==> config.mk <==
export PLATFORM = sky130hd
export DESIGN_NAME = sbp_side_band_port
export DESIGN_NICKNAME = d
export VERILOG_FILES = /design/src/sbp_pkg.sv /design/src/sbp_fifo_if.sv /design/src/sbp_side_band_port.sv /design/src/sbp_fifo.sv
export SDC_FILE = /design/constraint.sdc
export NUM_CORES = 1
export LEC_CHECK = 0
export BUFFER_PORTS_ARGS = -buffer_cell sky130_fd_sc_hd__clkbuf_2
export CAP_MARGIN = 20
export CORE_MARGIN = 2
export CORE_UTILIZATION = 40
export CTS_BUF_LIST = sky130_fd_sc_hd__clkbuf_2
export CTS_CLUSTER_DIAMETER = 30
export DETAILED_ROUTE_END_ITERATION = 10
export PLACE_DENSITY_LB_ADDON = 0.1
export SYNTH_ARGS = -nofsm -noshare
export SYNTH_HDL_FRONTEND = slang
export SYNTH_HIERARCHICAL = 1
export SYNTH_SLANG_ARGS = --single-unit
==> constraint.sdc <==
create_clock -name ref_clk -period 5.9 [get_ports ref_clk]
set_input_delay 0.885 -clock ref_clk [delete_from_list [all_inputs] [get_ports ref_clk]]
set_output_delay 0.885 -clock ref_clk [all_outputs]
set_load 0.01 [all_outputs]
==> src/sbp_pkg.sv <==
// package: constants for the side-band enable port
package sbp_pkg;
  // output count equals shift register length
  localparam int NUM_OUT = 20;
  localparam int OUT13_IDX = 13;
  // fifo between the shift register and the control stage
  localparam int FIFO_DEPTH = 32;
  localparam int FIFO_AW = 5;
  // register offsets of the plain register port
  localparam logic [3:0] REG_CTRL_OFS = 4'h0;
  localparam logic [3:0] REG_MASK_OFS = 4'h1;
  localparam logic [3:0] REG_SHADOW_OFS = 4'h2;
  localparam logic [3:0] REG_ACTIVE_OFS = 4'h3;
  localparam logic [3:0] REG_STATUS_OFS = 4'h4;
  localparam logic [3:0] REG_LINEEN_OFS = 4'h5;
  // field positions
  localparam int STAT_STRAP_BIT = 0;
  localparam int STAT_PGOOD_BIT = 1;
  localparam int STAT_FULL_BIT = 2;
  localparam int STAT_EMPTY_BIT = 3;
  // reset values
  localparam logic [19:0] SHIFT_RST = 20'hf_ffff;
  localparam logic [19:0] MASK_RST = 20'h0_0000;
  localparam logic [19:0] BUSEN_RST = 20'hf_ffff;
  // timing: fastest shift clock allowed and its least half period
  localparam int SHIFT_CLK_MAX_MHZ = 25;
  localparam int REF_CLK_MHZ = 50;
  localparam int SHIFT_HALF_CYC =
    (REF_CLK_MHZ + 2 * SHIFT_CLK_MAX_MHZ - 1) / (2 * SHIFT_CLK_MAX_MHZ);
endpackage

==> src/sbp_fifo_if.sv <==
// interface: valid/ready word stream between internal modules
`timescale 1ns/1ps
`default_nettype none
interface sbp_fifo_if #(parameter int W = 20);
  logic valid;
  logic ready;
  logic [W-1:0] data;
  modport src (output valid, output data, input ready);
  modport snk (input valid, input data, output ready);
endinterface
`default_nettype wire

==> src/sbp_side_band_port.sv <==
// module: side-band serial output enable port of a clock fanout buffer
//
// Overview of operation
// - three-wire port plus optional cascade output
// - shift clock up to 25 MHz; 50 MHz sampling here resolves a 160 ns clock, not 25 MHz
// - port works before power good asserts
// - strap high turns enable pins into port
// - out13 pin: enable low, or load strobe
// - strap caught at power-up, held static
// - strap low: port has no effect
// - shift register, readback copy, mask register
// - bit one enables, zero disables output
// - all shift bits reset to one
// - shifting uses only the shift clock
// - disabled port hands control to bus/pins
// - strobe high, sample data on rising edges
// - strobe falling edge loads control register
// - mask resets zero, one forces enabled
// - strobe low ignores clock and data
`timescale 1ns/1ps
`default_nettype none
module sbp_side_band_port (
  // clock and reset
  input wire logic ref_clk,
  input wire logic srst,
  // strap and power good
  input wire logic side_port_strap,
  input wire logic power_good,
  // serial port pins
  input wire logic serial_pattern_in,
  input wire logic pattern_shift_clock,
  input wire logic out13_enable_or_load_pin,
  output logic serial_pattern_out,
  // per-output enable pins, active low
  input wire logic [19:0] output_enable_pin_n,
  // register port
  input wire logic [3:0] reg_addr,
  input wire logic [31:0] reg_wdata,
  input wire logic reg_wr,
  input wire logic reg_rd,
  output logic [31:0] reg_rdata,
  // final per-output enables
  output logic [19:0] clk_out_enable
);
  localparam int N = sbp_pkg::NUM_OUT;

  ////////////////////////////////////////////////////////////////////////
  // three-stage pin synchronisers; stage 1 feeds only stage 2
  logic [2:0] sclk_s;
  logic [2:0] sdin_s;
  logic [2:0] load_s;
  logic [N-1:0] oen_s1;
  logic [N-1:0] oen_s2;
  logic [N-1:0] oen_s3;

  always_ff @(posedge ref_clk) begin
    if (srst) begin
      sclk_s <= 3'h0;
      sdin_s <= 3'h0;
      load_s <= 3'h0;
    end else begin
      sclk_s <= {sclk_s[1:0], pattern_shift_clock};
      sdin_s <= {sdin_s[1:0], serial_pattern_in};
      load_s <= {load_s[1:0], out13_enable_or_load_pin};
    end
  end

  // enable pins pass the same chain; reset to enabled-pin level
  always_ff @(posedge ref_clk) begin
    if (srst) begin
      oen_s1 <= '0;
      oen_s2 <= '0;
      oen_s3 <= '0;
    end else begin
      oen_s1 <= output_enable_pin_n;
      oen_s2 <= oen_s1;
      oen_s3 <= oen_s2;
    end
  end

  ////////////////////////////////////////////////////////////////////////
  // filtered levels: change counts once stages two and three agree
  logic sclk_lvl_q;
  logic load_lvl_q;
  logic sclk_rise;
  logic load_fall;

  always_ff @(posedge ref_clk) begin
    if (srst) begin
      sclk_lvl_q <= 1'b0;
      load_lvl_q <= 1'b0;
    end else begin
      if (sclk_s[1] == sclk_s[2]) begin
        sclk_lvl_q <= sclk_s[2];
      end
      if (load_s[1] == load_s[2]) begin
        load_lvl_q <= load_s[2];
      end
    end
  end

  assign sclk_rise = (sclk_s[1] == sclk_s[2]) && sclk_s[2] && !sclk_lvl_q;
  assign load_fall = (load_s[1] == load_s[2]) && !load_s[2] && load_lvl_q;

  ////////////////////////////////////////////////////////////////////////
  // strap capture after reset release; stays fixed until next reset
  logic strap_q;
  logic strap_done_q;

  always_ff @(posedge ref_clk) begin
    if (srst) begin
      strap_q <= 1'b0;
      strap_done_q <= 1'b0;
    end else if (!strap_done_q) begin
      strap_q <= side_port_strap;
      strap_done_q <= 1'b1;
    end
  end

  ////////////////////////////////////////////////////////////////////////
  // shift register, clocked only by detected shift clock edges
  logic [N-1:0] shift_q;
  logic port_on;

  // port pins live only when strapped
  assign port_on = strap_q && strap_done_q;

  always_ff @(posedge ref_clk) begin
    if (srst) begin
      shift_q <= sbp_pkg::SHIFT_RST;
    end else if (port_on && load_lvl_q && sclk_rise) begin
      shift_q <= {shift_q[N-2:0], sdin_s[2]};
    end
  end

  always_ff @(posedge ref_clk) begin
    if (srst) begin
      serial_pattern_out <= 1'b1;
    end else begin
      serial_pattern_out <= port_on ? shift_q[N-1] : 1'b0;
    end
  end

  ////////////////////////////////////////////////////////////////////////
  // loaded patterns queue through the fifo to the control stage
  sbp_fifo_if #(.W(N)) load_if ();
  sbp_fifo_if #(.W(N)) ctrl_if ();
  logic fifo_full;
  logic fifo_empty;

  assign load_if.valid = port_on && load_fall;
  assign load_if.data = shift_q;
  // drained each cycle; stalls only when strap disables the port
  assign ctrl_if.ready = port_on;

  sbp_fifo #(
    .W(N),
    .DEPTH(sbp_pkg::FIFO_DEPTH),
    .AW(sbp_pkg::FIFO_AW)
  ) u_fifo (
    .ref_clk(ref_clk),
    .srst(srst),
    .wr(load_if),
    .rd(ctrl_if),
    .full(fifo_full),
    .empty(fifo_empty)
  );

  ////////////////////////////////////////////////////////////////////////
  // output control register and readback copy
  logic [N-1:0] ctrl_q;
  logic [N-1:0] shadow_q;

  always_ff @(posedge ref_clk) begin
    if (srst) begin
      ctrl_q <= sbp_pkg::SHIFT_RST;
    end else if (ctrl_if.valid && ctrl_if.ready) begin
      ctrl_q <= ctrl_if.data;
    end
  end

  // readback updates on strobe falling edge
  always_ff @(posedge ref_clk) begin
    if (srst) begin
      shadow_q <= sbp_pkg::SHIFT_RST;
    end else if (port_on && load_fall) begin
      shadow_q <= shift_q;
    end
  end

  ////////////////////////////////////////////////////////////////////////
  // software registers: mask and bus enable bits
  logic [N-1:0] mask_q;
  logic [N-1:0] busen_q;

  always_ff @(posedge ref_clk) begin
    if (srst) begin
      mask_q <= sbp_pkg::MASK_RST;
    end else if (reg_wr && reg_addr == sbp_pkg::REG_MASK_OFS) begin
      mask_q <= reg_wdata[N-1:0];
    end
  end

  // bus enable bits, written only once power good is up
  always_ff @(posedge ref_clk) begin
    if (srst) begin
      busen_q <= sbp_pkg::BUSEN_RST;
    end else if (reg_wr && power_good &&
                 reg_addr == sbp_pkg::REG_CTRL_OFS) begin
      busen_q <= reg_wdata[N-1:0];
    end
  end

  ////////////////////////////////////////////////////////////////////////
  // enable combination: bus AND pin AND port indication
  logic [N-1:0] port_ind;
  logic [N-1:0] pin_en;
  logic [N-1:0] final_en;

  genvar gi;
  generate
    for (gi = 0; gi < N; gi++) begin : g_out
      assign port_ind[gi] = !port_on || mask_q[gi] || ctrl_q[gi];
      if (gi == sbp_pkg::OUT13_IDX) begin : g_out13
        // pin is enable when strap low
        assign pin_en[gi] = port_on ? 1'b1 : !load_s[2];
      end else begin : g_plain
        assign pin_en[gi] = !oen_s3[gi];
      end
      assign final_en[gi] = port_ind[gi] && pin_en[gi] && busen_q[gi];
    end
  endgenerate

  // registered outputs
  always_ff @(posedge ref_clk) begin
    if (srst) begin
      clk_out_enable <= '0;
    end else begin
      clk_out_enable <= final_en;
    end
  end

  ////////////////////////////////////////////////////////////////////////
  // read data one cycle after the strobe; unmapped reads return zero
  logic [31:0] rd_mux;

  always_comb begin
    rd_mux = 32'h0000_0000;
    unique case (reg_addr)
      sbp_pkg::REG_CTRL_OFS: rd_mux[N-1:0] = busen_q;
      sbp_pkg::REG_MASK_OFS: rd_mux[N-1:0] = mask_q;
      sbp_pkg::REG_SHADOW_OFS: rd_mux[N-1:0] = shadow_q;
      sbp_pkg::REG_ACTIVE_OFS: rd_mux[N-1:0] = ctrl_q;
      sbp_pkg::REG_STATUS_OFS: begin
        rd_mux[sbp_pkg::STAT_STRAP_BIT] = strap_q;
        rd_mux[sbp_pkg::STAT_PGOOD_BIT] = power_good;
        rd_mux[sbp_pkg::STAT_FULL_BIT] = fifo_full;
        rd_mux[sbp_pkg::STAT_EMPTY_BIT] = fifo_empty;
      end
      sbp_pkg::REG_LINEEN_OFS: rd_mux[N-1:0] = final_en;
      default: rd_mux = 32'h0000_0000;
    endcase
  end

  always_ff @(posedge ref_clk) begin
    if (srst) begin
      reg_rdata <= 32'h0000_0000;
    end else if (reg_rd) begin
      reg_rdata <= rd_mux;
    end else begin
      reg_rdata <= 32'h0000_0000;
    end
  end

  // shift clock limit is the far side's duty; three-stage sampling
  // at 50 MHz resolves a 160 ns link clock, not a full 25 MHz one
endmodule
`default_nettype wire

==> src/sbp_fifo.sv <==
// module: parameterised synchronous fifo with valid/ready
`timescale 1ns/1ps
`default_nettype none
module sbp_fifo #(
  parameter int W = 20,
  parameter int DEPTH = 32,
  parameter int AW = 5
) (
  // clock and reset
  input wire logic ref_clk,
  input wire logic srst,
  // fill and drain sides
  sbp_fifo_if.snk wr,
  sbp_fifo_if.src rd,
  // status
  output logic full,
  output logic empty
);
  logic [W-1:0] mem_q [DEPTH];
  logic [AW:0] wptr_q;
  logic [AW:0] rptr_q;
  logic push;
  logic pop;

  ////////////////////////////////////////////////////////////////////////
  // flags from pointers; extra msb separates full from empty
  assign empty = (wptr_q == rptr_q);
  assign full = (wptr_q[AW] != rptr_q[AW]) &&
                (wptr_q[AW-1:0] == rptr_q[AW-1:0]);
  assign wr.ready = !full;
  assign rd.valid = !empty;
  assign rd.data = mem_q[rptr_q[AW-1:0]];
  assign push = wr.valid && !full;
  assign pop = rd.ready && !empty;

  // storage write
  always_ff @(posedge ref_clk) begin
    if (push) begin
      mem_q[wptr_q[AW-1:0]] <= wr.data;
    end
  end

  // pointers
  always_ff @(posedge ref_clk) begin
    if (srst) begin
      wptr_q <= '0;
      rptr_q <= '0;
    end else begin
      if (push) begin
        wptr_q <= wptr_q + 1'b1;
      end
      if (pop) begin
        rptr_q <= rptr_q + 1'b1;
      end
    end
  end
endmodule
`default_nettype wire

=== Word level (Yosys, flattened, before mapping) ===
Memories as Yosys holds them, arrays and structs flattened. A register that Yosys moved wholly into a read port is not among the register bits.
Cells that the tools add are included.

* Output and inout port bits: 53
* Register bits: 218
* Memories: 1
* Bits in writable memories: 640
* Word-level logic and storage cells: 161

{| class="wikitable"
|+ Memories
! name !! words !! width !! rd ports !! clocked after memory_dff !! wr ports !! RTL line !! RTL
|-
| u_fifo.mem_q || 32 || 20 || 1 || 1 || 1 || sbp_fifo.sv:19 || <nowiki>logic [W-1:0] mem_q [DEPTH];</nowiki>
|}

* Reductions and logical operators: 120
* Eq/ne operators: 10
* Mux-type cells: 7
* Bitwise gates (word level): 1
* $add $sub $neg: 2

{| class="wikitable"
|+ Operator list
! operator !! number
|-
| one-hot mux 16 bit (5 select lines) || 1
|-
| logical AND 1 bit || 54
|-
| logical OR 1 bit || 40
|-
| zero test 1 bit || 24
|-
| one-hot mux 4 bit (6 select lines) || 1
|-
| adder 6 x 1 -> 6 bit (second input constant) || 2
|-
| equality test 4 x 2 -> 1 bit (second input constant) || 2
|-
| equality test 4 x 3 -> 1 bit (second input constant) || 2
|-
| equality test 6 bit || 1
|-
| equality test 5 bit || 1
|-
| two-way mux 1 bit || 5
|-
| equality test 4 x 1 -> 1 bit (second input constant) || 1
|-
| zero test 4 bit || 1
|-
| equality test 1 bit || 2
|-
| OR reduction 2 bit || 1
|-
| inequality test 1 bit || 1
|-
| inverter 1 bit || 1
|}

=== Depth between registers and ports, before layout ===
Gate-level depths: netlist (run 1).

* Depth after elaboration: 7
* Mapped depth: 10
* Gate-level depth less buffers: 7

=== Modules after synthesis ===
Netlist (run 1), hierarchy kept.

{| class="wikitable"
|+ Modules (own cells, without submodules)
! module !! times used !! area an instance (um^2) !! sequential area each (um^2) !! cells an instance
|-
| sbp_fifo || 1 || 25737.2 || 19558.8 || 1483
|-
| sbp_side_band_port || 1 || 7986.4 || 4224.1 || 797
|}

=== Worst setup path before layout (run 1) ===
OpenSTA, ideal clock, no wires.

* Path kind: flip-flop to flip-flop
* Start point: reg strap_q
* End point: mem u_fifo.mem_q[29][0] (enable)
* Setup slack: 3.162 ns
* Period minus slack after synthesis: 2.738 ns
* Stages on the path, launching flop included: 9
* Setup time: 0.397 ns
* Arrival: 2.341 ns
* Path through: dfxtp_1 and3_1 buf_2 nand2_1 clkbuf_1 inv_1 a21boi_4 nand2_1 nor2_1

* Cells in the longest elaborated chain, start to end: 5

{| class="wikitable"
|+ Ends and longest elaborated chain
! item !! RTL line !! RTL
|-
| from (decl) || sbp_side_band_port.sv:107 || <nowiki>logic strap_q;</nowiki>
|-
| from (signal assigned) || sbp_side_band_port.sv:115 || <nowiki>strap_q <= side_port_strap;</nowiki>
|-
| logical AND 1 bit || sbp_side_band_port.sv:126 || <nowiki>assign port_on = strap_q && strap_done_q;</nowiki>
|-
| logical AND 1 bit || sbp_side_band_port.sv:151 || <nowiki>assign load_if.valid = port_on && load_fall;</nowiki>
|-
| net load_if.valid || sbp_fifo_if.sv:5 || <nowiki>logic valid;</nowiki>
|-
| logical AND 1 bit || sbp_fifo.sv:33 || <nowiki>assign push = wr.valid && !full;</nowiki>
|-
| two-way mux 1 bit || sbp_fifo.sv:38 || <nowiki>if (push) begin</nowiki>
|-
| two-way mux 1 bit (not written as such) || sbp_fifo.sv:39 || <nowiki>mem_q[wptr_q[AW-1:0]] <= wr.data;</nowiki>
|-
| to (decl) || sbp_fifo.sv:19 ||
|}

The timed path passes the listed nets, and every way through them passes these cells.

=== Worst setup path in the final report (run 1) ===
* Start point: reg load_s[1]
* End point: mem u_fifo.mem_q[15][10] (enable)

* Cells in the longest elaborated chain, start to end: 7

{| class="wikitable"
|+ Ends and longest elaborated chain
! item !! RTL line !! RTL
|-
| from (decl) || sbp_side_band_port.sv:51 || <nowiki>logic [2:0] load_s;</nowiki>
|-
| from (signal assigned) || sbp_side_band_port.sv:64 || <nowiki>load_s <= {load_s[1:0], out13_enable_or_load_pin};</nowiki>
|-
| equality test 1 bit || sbp_side_band_port.sv:103 || <nowiki>assign load_fall = (load_s[1] == load_s[2]) && !load_s[2] && load_lvl_q;</nowiki>
|-
| logical AND 1 bit (2 in a row) || sbp_side_band_port.sv:103 ||
|-
| logical AND 1 bit || sbp_side_band_port.sv:151 ||
|-
| net load_if.valid || sbp_fifo_if.sv:5 ||
|-
| logical AND 1 bit || sbp_fifo.sv:33 ||
|-
| two-way mux 1 bit || sbp_fifo.sv:38 ||
|-
| two-way mux 1 bit (not written as such) || sbp_fifo.sv:39 ||
|}

The timed path passes the listed nets, and every way through them passes these cells.

==> flow_metrics.env, run 1 <==
export IMPL_outcome="complete, no violations"
export IMPL_hpwl_mm=51.46
export IMPL_pin_count=118
export IMPL_start_util_pct=40.36
export IMPL_fp_coreArea_sq_um=83560
export IMPL_rsz0062_at_grt="no"
export IMPL_grt_start_max_net_pins=92
export IMPL_drt_wl_total_mm=90.82
export IMPL_ys_ff_latch=868
export IMPL_dieArea_sq_um=86650
export IMPL_grt_overflow=0
export IMPL_clock_sinks=868
export IMPL_setup_ws_ns=1.834
export IMPL_ir_drop_uv=164.0
export IMPL_cp_max_fo=21
export IMPL_yosys_warnings=6
export IMPL_p_leak_nw=12.98
export IMPL_vias_per_cell=5.357
export IMPL_layout_cells_most_common="edfxtp_1"
export IMPL_dpl_cell_count=3363
export IMPL_final_nets=2689
export IMPL_syn_to_final_growth_pct=15.01
export IMPL_synth_simple_area_share_pct=7.075
export IMPL_syn_inst=2280
export IMPL_clock_skew_ns=0.08383
export IMPL_synth_main_ff_cell="edfxtp_1"
export IMPL_grt_pass1_vias=20930
export IMPL_finish_utilization_pct=46.42
export IMPL_post_route_drc_count=0
export IMPL_insertion_delay_ns=1.45
export IMPL_htree_levels=4
export IMPL_synth_seq_area_share_pct=70.52
export IMPL_synth_compound_area_share_pct=8.218
export IMPL_hold_class="in -> reg"
export IMPL_async_reset_ff_share_pct=0
export IMPL_synth_edf_count=640
export IMPL_final_cell_mix="640 x edfxtp_1, 407 x clkbuf_2, 363 x mux2i_1, 214 x dfxtp_1, 109 x dlygate4sd3_1"
export IMPL_die_w_um=294.4
export IMPL_finalSetupTns_ns=0
export IMPL_io_buffers=92
export IMPL_crit_type="reg -> reg"
export IMPL_cts_resized=0
export IMPL_slew_viol_final=0
export IMPL_synth_area_per_cell_sq_um=14.79
export IMPL_muxShareOfSynthArea_pct=10.87
export IMPL_yosys_top_cells_area="edfxtp_1 57%, dfxtp_1 14%, mux2i_1 11%"
export IMPL_fin_crit_sh_pct=68.91
export IMPL_maxCapViolations=0
export IMPL_synth_top_area_cell="edfxtp_1"
export IMPL_timing_fmax_mhz=246.0
export IMPL_vias=20730
export IMPL_grt_usage_pct=21.00
export IMPL_clkTransAtPathRegs_ns=0.10
export IMPL_synth_area_sq_um=33720
export IMPL_power_density_nw_per_um2=282.7
export IMPL_synthXorXnorAreaFrac_pct=0.3376
export IMPL_start_kind="flip-flop"
export IMPL_synth_top_family_by_area="multiplexers"
export IMPL_final_cell_count_no_fill=3869
export IMPL_setup_violations=0
export IMPL_arrival_ns=5.08
export IMPL_postRouteAntennaNets=0
export IMPL_period_minus_slack_ns=4.066
export IMPL_wire_per_inst_um=23.47
export IMPL_tightest_slew_ns=1.059
export IMPL_clockRootBuffer="clkbuf_2"
export IMPL_place_congestion=0.7937
export IMPL_final_hold_violation_count=0
export IMPL_cts_made_buffers=222
export IMPL_grt_first_pass_wirelength_mm=131.7
export IMPL_cts_tree="built"
export IMPL_max_slew_margin_pct=29.42
export IMPL_drt_initial_drc_count=1637
export IMPL_cts_buffer_depth=3
export IMPL_dr_pass1_iters=5
export IMPL_num_rows=106
export IMPL_worstPathRequired_ns=6.91
export IMPL_antenna_found_initial=4
export IMPL_synth_adder_area_share_pct=0.2597
export IMPL_end_kind="flip-flop"
export IMPL_place_ws_ns=1.915
export IMPL_place_area_sq_um=35530
export IMPL_drive_above_1_share_pct=21.38
export IMPL_die_h_um=294.4
export IMPL_fin_area_sq_um=38790
export IMPL_synth_cell_types=49
export IMPL_synth_top_area_share_pct=56.99
-- what timing repair did --
item	CTS	global route
hold endpoints to repair	110	0
hold buffers	109	0
setup buffers	0	0
-- registers in the layout (all words and copies together) (netlist names), 20 cells and up, named ones only --
name / flops
shadow_q: 20
clk_out_enable: 20
u_fifo/mem_q: 640
load_if.data: 20
busen_q: 20
ctrl_q: 20
mask_q: 20
reg_rdata: 20
-- kinds of logic after synthesis --
kind of cell	Yosys count
adders and majority gates	7
and+or+nand+nor	456
other	1
muxes	366
xor gates and xnor gates	13
buffers and inverters	196
DFF	868
AOI/OAI and AO/OA	373
-- layer usage --
metal / up-vias / GRT usage, % / wire, um
li1: 9537 / - / -
met1: 10320 / 26.69 / 38660
met2: 686 / 33.85 / 43100
met3: 185 / 4.427 / 5232
met4: 0 / 10.94 / 3834
met5: - / 0 / 0
-- worst paths after layout --
check / from / end / slack (ns) / cells after the start
setup / recovery: load_s[1] / u_fifo/mem_q[15][10] / 1.83 / 7
hold / removal: output_enable_pin_n[19] / oen_s1[19] / 0.19 / 3
setup reg to reg: load_s[1] / u_fifo/mem_q[15][10] / 1.83 / 7
hold reg to reg: oen_s2[1] / oen_s3[1] / 0.43 / 1
-- worst max-delay path: stages (launching register included) --
cell,delay [ns]
dfxtp_1,0.31
inv_1,0.08
ha_1,0.59
nand2_1,0.73
inv_1,0.36
o211ai_2,0.40
or2_2,0.44
inv_1,0.69
-- where the power goes --
group          internal, mW  switching [mW]  leakage, nW
Clock                  1.85            2.39         1.60
Combinational         0.101           0.118         3.95
Sequential             6.49          0.0132         7.42
-- cells in the mapped netlist, types with 7 or more instances --
| library cell | n |
|---|---|
| a211o_1 | 60 |
| a21oi_1 | 82 |
| a22o_1 | 40 |
| a22oi_1 | 80 |
| a31oi_1 | 24 |
| and3_1 | 64 |
| buf_2 | 47 |
| buf_4 | 27 |
| clkbuf_1 | 86 |
| dfxtp_1 | 228 |
| edfxtp_1 | 640 |
| ha_1 | 7 |
| inv_1 | 30 |
| mux2i_1 | 363 |
| nand2_1 | 99 |
| nand3_1 | 87 |
| nand4_1 | 23 |
| nor2_1 | 49 |
| nor2b_1 | 72 |
| nor3_1 | 20 |
| o2111a_1 | 20 |
| o2111ai_1 | 20 |
| o21ai_0 | 23 |
| o22a_1 | 20 |
| or2_2 | 22 |
| xnor2_1 | 10 |
-- per-stage QoR --
step	hold WS (ns)	power, mW
6_report	0.1921	10.97
5_1_grt	0.08591	11.46
4_1_cts	0.006531	11.13
3_5_place_dp	0.4204	6.816
3_3_place_gp	0.4184	6.813
2_1_floorplan	0.4138	6.748
-- cell type report --
class	count	area, sq um
Timing Repair Buffer	268	2171
Sequential cell	868	23800
Tap cell	1080	1351
Antenna cell	6	15.01
Clock inverter	74	563.0
Inverter	30	112.6
Multi-Input combinational cell	1227	9189
Clock buffer	316	1582
Fill cell	7508	44770
Note: power is estimated with default switching activity, not from simulation.
==> run 2: changes to the inputs <==
==> constraint.sdc (replaced) <==
create_clock -name ref_clk -period 3.5 [get_ports ref_clk]
set_input_delay 0.525 -clock ref_clk [delete_from_list [all_inputs] [get_ports ref_clk]]
set_output_delay 0.525 -clock ref_clk [all_outputs]
set_load 0.01 [all_outputs]
==> flow_metrics.env, run 2 (synthesized netlist as in run 1, its figures left out) <==
export IMPL_outcome="complete, no violations"
export IMPL_antenna_found_initial=7
export IMPL_vias_per_cell=5.312
export IMPL_syn_to_final_growth_pct=16.03
export IMPL_grt_usage_pct=21.41
export IMPL_grt_pass1_vias=21480
export IMPL_grt_overflow=0
export IMPL_power_mw=18.27
export IMPL_place_congestion=0.7905
export IMPL_num_rows=106
export IMPL_start_util_pct=40.36
export IMPL_final_cell_mix="640 x edfxtp_1, 408 x clkbuf_2, 363 x mux2i_1, 222 x dfxtp_1, 134 x dlygate4sd3_1"
export IMPL_clock_sinks=868
export IMPL_die_h_um=294.4
export IMPL_multiInputGateArea_sq_um=9185
export IMPL_final_nets=2745
export IMPL_grt_first_pass_wirelength_mm=135.3
export IMPL_p_leak_nw=13.20
export IMPL_hpwl_mm=52.70
export IMPL_clock_skew_ns=0.1283
export IMPL_rsz0062_at_grt="no"
export IMPL_layout_cells_most_common="edfxtp_1"
export IMPL_max_slew_margin_pct=30.84
export IMPL_cts_buffer_depth=3
export IMPL_vias=20890
export IMPL_insertion_delay_ns=1.50
export IMPL_grt_start_max_net_pins=97
export IMPL_dr_pass1_iters=5
export IMPL_hold_buffers=134
export IMPL_end_kind="flip-flop"
export IMPL_cp_max_fo=20
export IMPL_die_w_um=294.4
export IMPL_ir_drop_uv=241.6
export IMPL_tightest_slew_ns=1.037
export IMPL_pin_count=118
export IMPL_clkTransAtPathRegs_ns=0.10
export IMPL_io_buffers=92
export IMPL_start_kind="flip-flop"
export IMPL_power_density_nw_per_um2=466.9
export IMPL_cts_made_buffers=225
export IMPL_slew_viol_final=0
export IMPL_post_route_drc_count=0
export IMPL_post_cts_setup_buffer_count=0
export IMPL_top_layer_used="met4"
export IMPL_arrival_ns=3.79
export IMPL_setup_violations=0
export IMPL_largest_reg_flops=640
export IMPL_met3_wirelength_mm=4.602
export IMPL_fin_crit_sh_pct=78.75
export IMPL_finalSetupTns_ns=0
export IMPL_worstPathRequired_ns=4.53
export IMPL_maxCapViolations=0
export IMPL_drive_above_1_share_pct=21.52
export IMPL_seqCellArea_sq_um=23790
export IMPL_timing_fmax_mhz=362.8
export IMPL_fp_coreArea_sq_um=83560
export IMPL_wire_per_inst_um=23.52
export IMPL_clockRootBuffer="clkbuf_2"
export IMPL_crit_type="reg -> reg"
export IMPL_hold_class="in -> reg"
export IMPL_final_hold_violation_count=0
export IMPL_drt_wl_total_mm=92.49
export IMPL_wl_met2_mm=45.26
export IMPL_cts_tree="built"
export IMPL_dieArea_sq_um=86650
export IMPL_cts_resized=0
export IMPL_drt_initial_drc_count=1405
export IMPL_nFillCells=7513
export IMPL_wl_met1_mm=40.19
export IMPL_period_minus_slack_ns=2.756
export IMPL_finish_utilization_pct=46.83
export IMPL_postRouteAntennaNets=0
export IMPL_htree_levels=4
run 2: cell types whose count changed in the layout (fill, tap and decap cells not counted), sizes merged, moves of 3 or more:
cell	previous run	this run
diode	6	3
dlygate4sd3	109	134
buf	68	96
bufinv	9	3
clkinv	57	75
run 2: report_power, final:
group	switching (mW)	internal, mW
sequential	0.0213	10.9
combinational	0.203	0.192
clock	4.17	2.75
run 2: metrics by stage:
step	hold WS, ns	area [sq um]	std cells	worst slack (ns)
5_1_grt	0.02565	39130	3932	0.6040
4_1_cts	0.04468	39120	3929	0.7634
3_3_place_gp	0.4178	35700	3392	0.8640
6_report	0.1755	39130	3932	0.7438
2_1_floorplan	0.4138	33760	2291	0.7621
3_5_place_dp	0.4227	35700	3392	0.7770
run 2: worst paths after layout:
| check | startpoint | to | slack [ns] | depth (start not counted) |
|---|---|---|---|---|
| worst max-delay path | u_fifo/wptr_q[3] | u_fifo/mem_q[1][1] | 0.74 | 6 |
| worst min-delay path | srst | reg_rdata[3] | 0.18 | 5 |
| worst max register to register | u_fifo/wptr_q[3] | u_fifo/mem_q[1][1] | 0.74 | 6 |
| worst min register to register | oen_s2[18] | oen_s3[18] | 0.43 | 1 |
run 2: metal layers:
layer | up-vias | global-route usage, %
met5 | - | 0
met4 | 0 | 8.275
met3 | 135 | 4.125
met2 | 562 | 35.50
met1 | 10530 | 27.75
li1 | 9660 | -
run 2: area by class of cell:
type / count / share of cell area (%)
inverters: 30 / 0.2878
clock buffers: 317 / 4.054
well taps: 1080 / 3.453
diodes: 3 / 0.01919
clock inverters: 86 / 1.273
flip-flops and latches: 868 / 60.80
multi-input cells: 1227 / 23.47
repair buffers: 321 / 6.635
run 2: critical path, stage by stage, from the launching register on:
cell,delay [ns]
dfxtp_1,0.61
xnor2_1,0.22
and3_1,0.27
a21boi_4,0.25
nand2_1,0.40
nor2_2,0.24
buf_4,0.42
==> run 3: changes to the inputs <==
--- a/config.mk
+++ b/config.mk
@@ -5,6 +5,7 @@
 export SDC_FILE = /design/constraint.sdc
 export NUM_CORES = 1
 export LEC_CHECK = 0
+export ABC_AREA = 1
 export BUFFER_PORTS_ARGS = -buffer_cell sky130_fd_sc_hd__clkbuf_2
 export CAP_MARGIN = 20
 export CORE_MARGIN = 2
==> constraint.sdc (replaced) <==
create_clock -name ref_clk -period 2.4 [get_ports ref_clk]
set_input_delay 0.36 -clock ref_clk [delete_from_list [all_inputs] [get_ports ref_clk]]
set_output_delay 0.36 -clock ref_clk [all_outputs]
set_load 0.01 [all_outputs]
==> flow_metrics.env, run 3 <==
export IMPL_wire_per_inst_um=19.89
export IMPL_r2r_setup_slack_ns=0.13
export IMPL_cts_tree="built"
export IMPL_power_switching_mw=6.303
export IMPL_synth_cell_types=32
export IMPL_ir_drop_uv=432.6
export IMPL_final_nets=3790
export IMPL_hold_depth=8
export IMPL_cts_made_buffers=222
export IMPL_grt_start_max_net_pins=93
export IMPL_synth_top_area_share_pct=55.25
export IMPL_clockPowerShare_pct=37.4
export IMPL_die_w_um=298.9
export IMPL_cpMostUsedCell="dlygate4sd3_1"
export IMPL_post_route_drc_count=0
export IMPL_violations="negative setup slack"
export IMPL_syn_inst=3332
export IMPL_tightest_slew_ns=0.9291
export IMPL_drive_above_1_share_pct=17.01
export IMPL_hold_class="in -> reg"
export IMPL_drt_initial_drc_count=1687
export IMPL_power_mw=26.59
export IMPL_final_cell_count_no_fill=5039
export IMPL_synth_most_common_cell="nand2_1"
export IMPL_crit_type="in -> reg"
export IMPL_power_density_nw_per_um2=651.8
export IMPL_start_util_pct=40.22
export IMPL_crit_chain="dlygate4sd3_1 -> clkbuf_2 -> dlygate4sd3_1 -> inv_1 -> nor2_4 -> nand3_4 -> inv_8 -> nand2_1 -> dlygate4sd3_1 -> a21oi_1 -> dlygate4sd3_1"
export IMPL_place_ws_ns=0.1715
export IMPL_io_buffers=92
export IMPL_ys_top_cells_by_count="1057 x nand2_1, 694 x nand3_1, 640 x edfxtp_1"
export IMPL_clockRootBuffer="clkbuf_2"
export IMPL_layout_cells_most_common="nand2_1"
export IMPL_final_hold_violation_count=0
export IMPL_syn_to_final_growth_pct=17.28
export IMPL_setup_violations=1
export IMPL_synth_top_area_cell="edfxtp_1"
export IMPL_synth_area_per_cell_sq_um=10.44
export IMPL_num_rows=108
export IMPL_crit_path_top_delay_cell="dlygate4sd3_1"
export IMPL_hpwl_mm=58.63
export IMPL_vias_per_cell=5.036
export IMPL_insertion_delay_ns=1.49
export IMPL_async_reset_ff_share_pct=0
export IMPL_min_from="reg_addr[0]"
export IMPL_end_kind="flip-flop"
export IMPL_p_sw_share_pct=23.70
export IMPL_drt_wl_total_mm=100.3
export IMPL_p_leak_nw=17.45
export IMPL_synth_area_sq_um=34780
export IMPL_cpPeakStageDelay_ns=0.63
export IMPL_holdPathEnd="reg_rdata[1]"
export IMPL_comb_power_share_pct=2.4
export IMPL_period_minus_slack_ns=2.408
export IMPL_slew_viol_final=0
export IMPL_yosys_warnings=6
export IMPL_vias=25380
export IMPL_crit_buf_inv=7
export IMPL_worstPathRequired_ns=3.76
export IMPL_timing_fmax_mhz=415.3
export IMPL_rsz0062_at_grt="yes"
export IMPL_setup_ws_ns=-0.007812
export IMPL_grt_first_pass_wirelength_mm=150.4
export IMPL_largest_reg_flops=640
export IMPL_synth_edf_count=640
export IMPL_arrival_ns=3.77
export IMPL_holdWs_ns=0.2141
export IMPL_synth_seq_area_share_pct=68.37
export IMPL_grt_usage_pct=22.43
export IMPL_cts_buffer_depth=3
export IMPL_maxCapViolations=0
export IMPL_max_slew_margin_pct=37.99
export IMPL_r2r_start="strap_done_q"
export IMPL_clock_skew_ns=0.1235
export IMPL_p_int_mw=20.29
export IMPL_r2r_cells=9
export IMPL_dr_pass1_iters=5
export IMPL_yosys_top_cells_area="edfxtp_1 55%, dfxtp_1 13%, nand2_1 11%"
export IMPL_clock_sinks=868
export IMPL_clkTransAtPathRegs_ns=0.10
export IMPL_grt_overflow=0
export IMPL_die_h_um=298.9
export IMPL_ys_ff_latch=868
export IMPL_fp_coreArea_sq_um=86480
export IMPL_cpLargestDelayFamily="buffers and inverters"
export IMPL_antenna_found_initial=5
export IMPL_outcome="finished, violations left"
export IMPL_seqPwrFrac_pct=60.2
export IMPL_dpl_cell_count=4513
export IMPL_grt_pass1_vias=24750
export IMPL_postRouteAntennaNets=0
export IMPL_final_cell_mix="1057 x nand2_1, 694 x nand3_1, 640 x edfxtp_1, 388 x clkbuf_2, 207 x dfxtp_1"
export IMPL_synth_main_ff_cell="edfxtp_1"
export IMPL_fin_crit_sh_pct=100.3
export IMPL_dieArea_sq_um=89340
export IMPL_start_kind="input port"
export IMPL_pin_count=118
export IMPL_cp_max_fo=31
export IMPL_place_congestion=0.8495
export IMPL_r2r_end="u_fifo/mem_q[27][19]"
export IMPL_htree_levels=4
## run 3: cell count changes after synthesis, moves of 64 or more
cell,before,now
nor2b_1,72,0
inv_1,30,135
nand3_1,87,694
a22oi_1,80,0
and3_1,64,0
nand2_1,99,1057
mux2i_1,363,0
nor2_1,49,165
## run 3: cells by family after synthesis
logic type      Yosys count  share of synthesized area (%)
simple gates           1996                          24.65
other cells               1                        0.01078
buf+inv                 361                          4.985
compound gates           96                          1.655
fa+ha+maj                 7                         0.2518
xor+xnor                  3                        0.07555
flops                   868                          68.37
## run 3: area by class of cell
class	count	area, sq um
fill	8083	45690
sequential	868	23820
multi-input combinational	2114	9555
timing repair buffer	365	3369
clock buffer	306	1531
tap	1155	1445
inverter	147	574.3
clock inverter	81	495.5
antenna	3	7.507
## run 3: worst reg2reg max path, stage by stage, from the launching register on
cell,delay [ns]
dfxtp_1,0.35
nand2_1,0.08
nor2_1,0.15
nand2_1,0.09
inv_1,0.12
nand2_1,0.07
inv_1,0.07
nand2_1,0.09
nor2_2,0.70
buf_12,0.24
## run 3: metal layers
metal / global-route usage [%] / wire, um
met1: 28.92 / 43090
met2: 37.52 / 48740
met3: 4.362 / 5668
met4: 8.357 / 2754
met5: 0 / 0
## run 3: what timing repair did
item / CTS / global route
resized for setup: 10 / 26
buffers inserted: 0 / 1
setup endpoints to repair: 37 / 34
endpoints found under the hold margin: 228 / 1
pin swaps: 0 / 1
gates cloned: 0 / 0
hold buffers: 135 / 1
## run 3: power groups by stage
stage / Sequential [mW] / Combinational, mW / Clock [mW]
3_5_place_dp: 16.3 / 0.489 / 0
6_report: 16.0 / 0.648 / 9.94
4_1_cts: 16.0 / 0.634 / 10.3
3_3_place_gp: 16.3 / 0.486 / 0
5_1_grt: 16.0 / 0.713 / 11.1
2_1_floorplan: 16.4 / 0.292 / 0
## run 3: how the worst max path moves through the flow
stage             startpoint                    to  depth (start not counted)
3_3_place_gp    strap_done_q  u_fifo/mem_q[27][19]                          9
3_5_place_dp    strap_done_q  u_fifo/mem_q[27][19]                          9
2_1_floorplan   strap_done_q    u_fifo/mem_q[0][0]                          7
5_1_grt        reg_rdata[19]         reg_rdata[19]                          1
4_1_cts         reg_rdata[2]          reg_rdata[2]                          1
6_report         reg_addr[0]             mask_q[0]                         11
## run 3: metrics by stage
step	TNS, ns	utilization, %	area (sq um)
3_3_place_gp	0	43.18	37340
5_1_grt	-0.4740	47.17	40790
3_5_place_dp	0	43.18	37340
6_report	-0.007812	47.17	40800
4_1_cts	-1.354	47.10	40730
2_1_floorplan	-47.88	-	35020
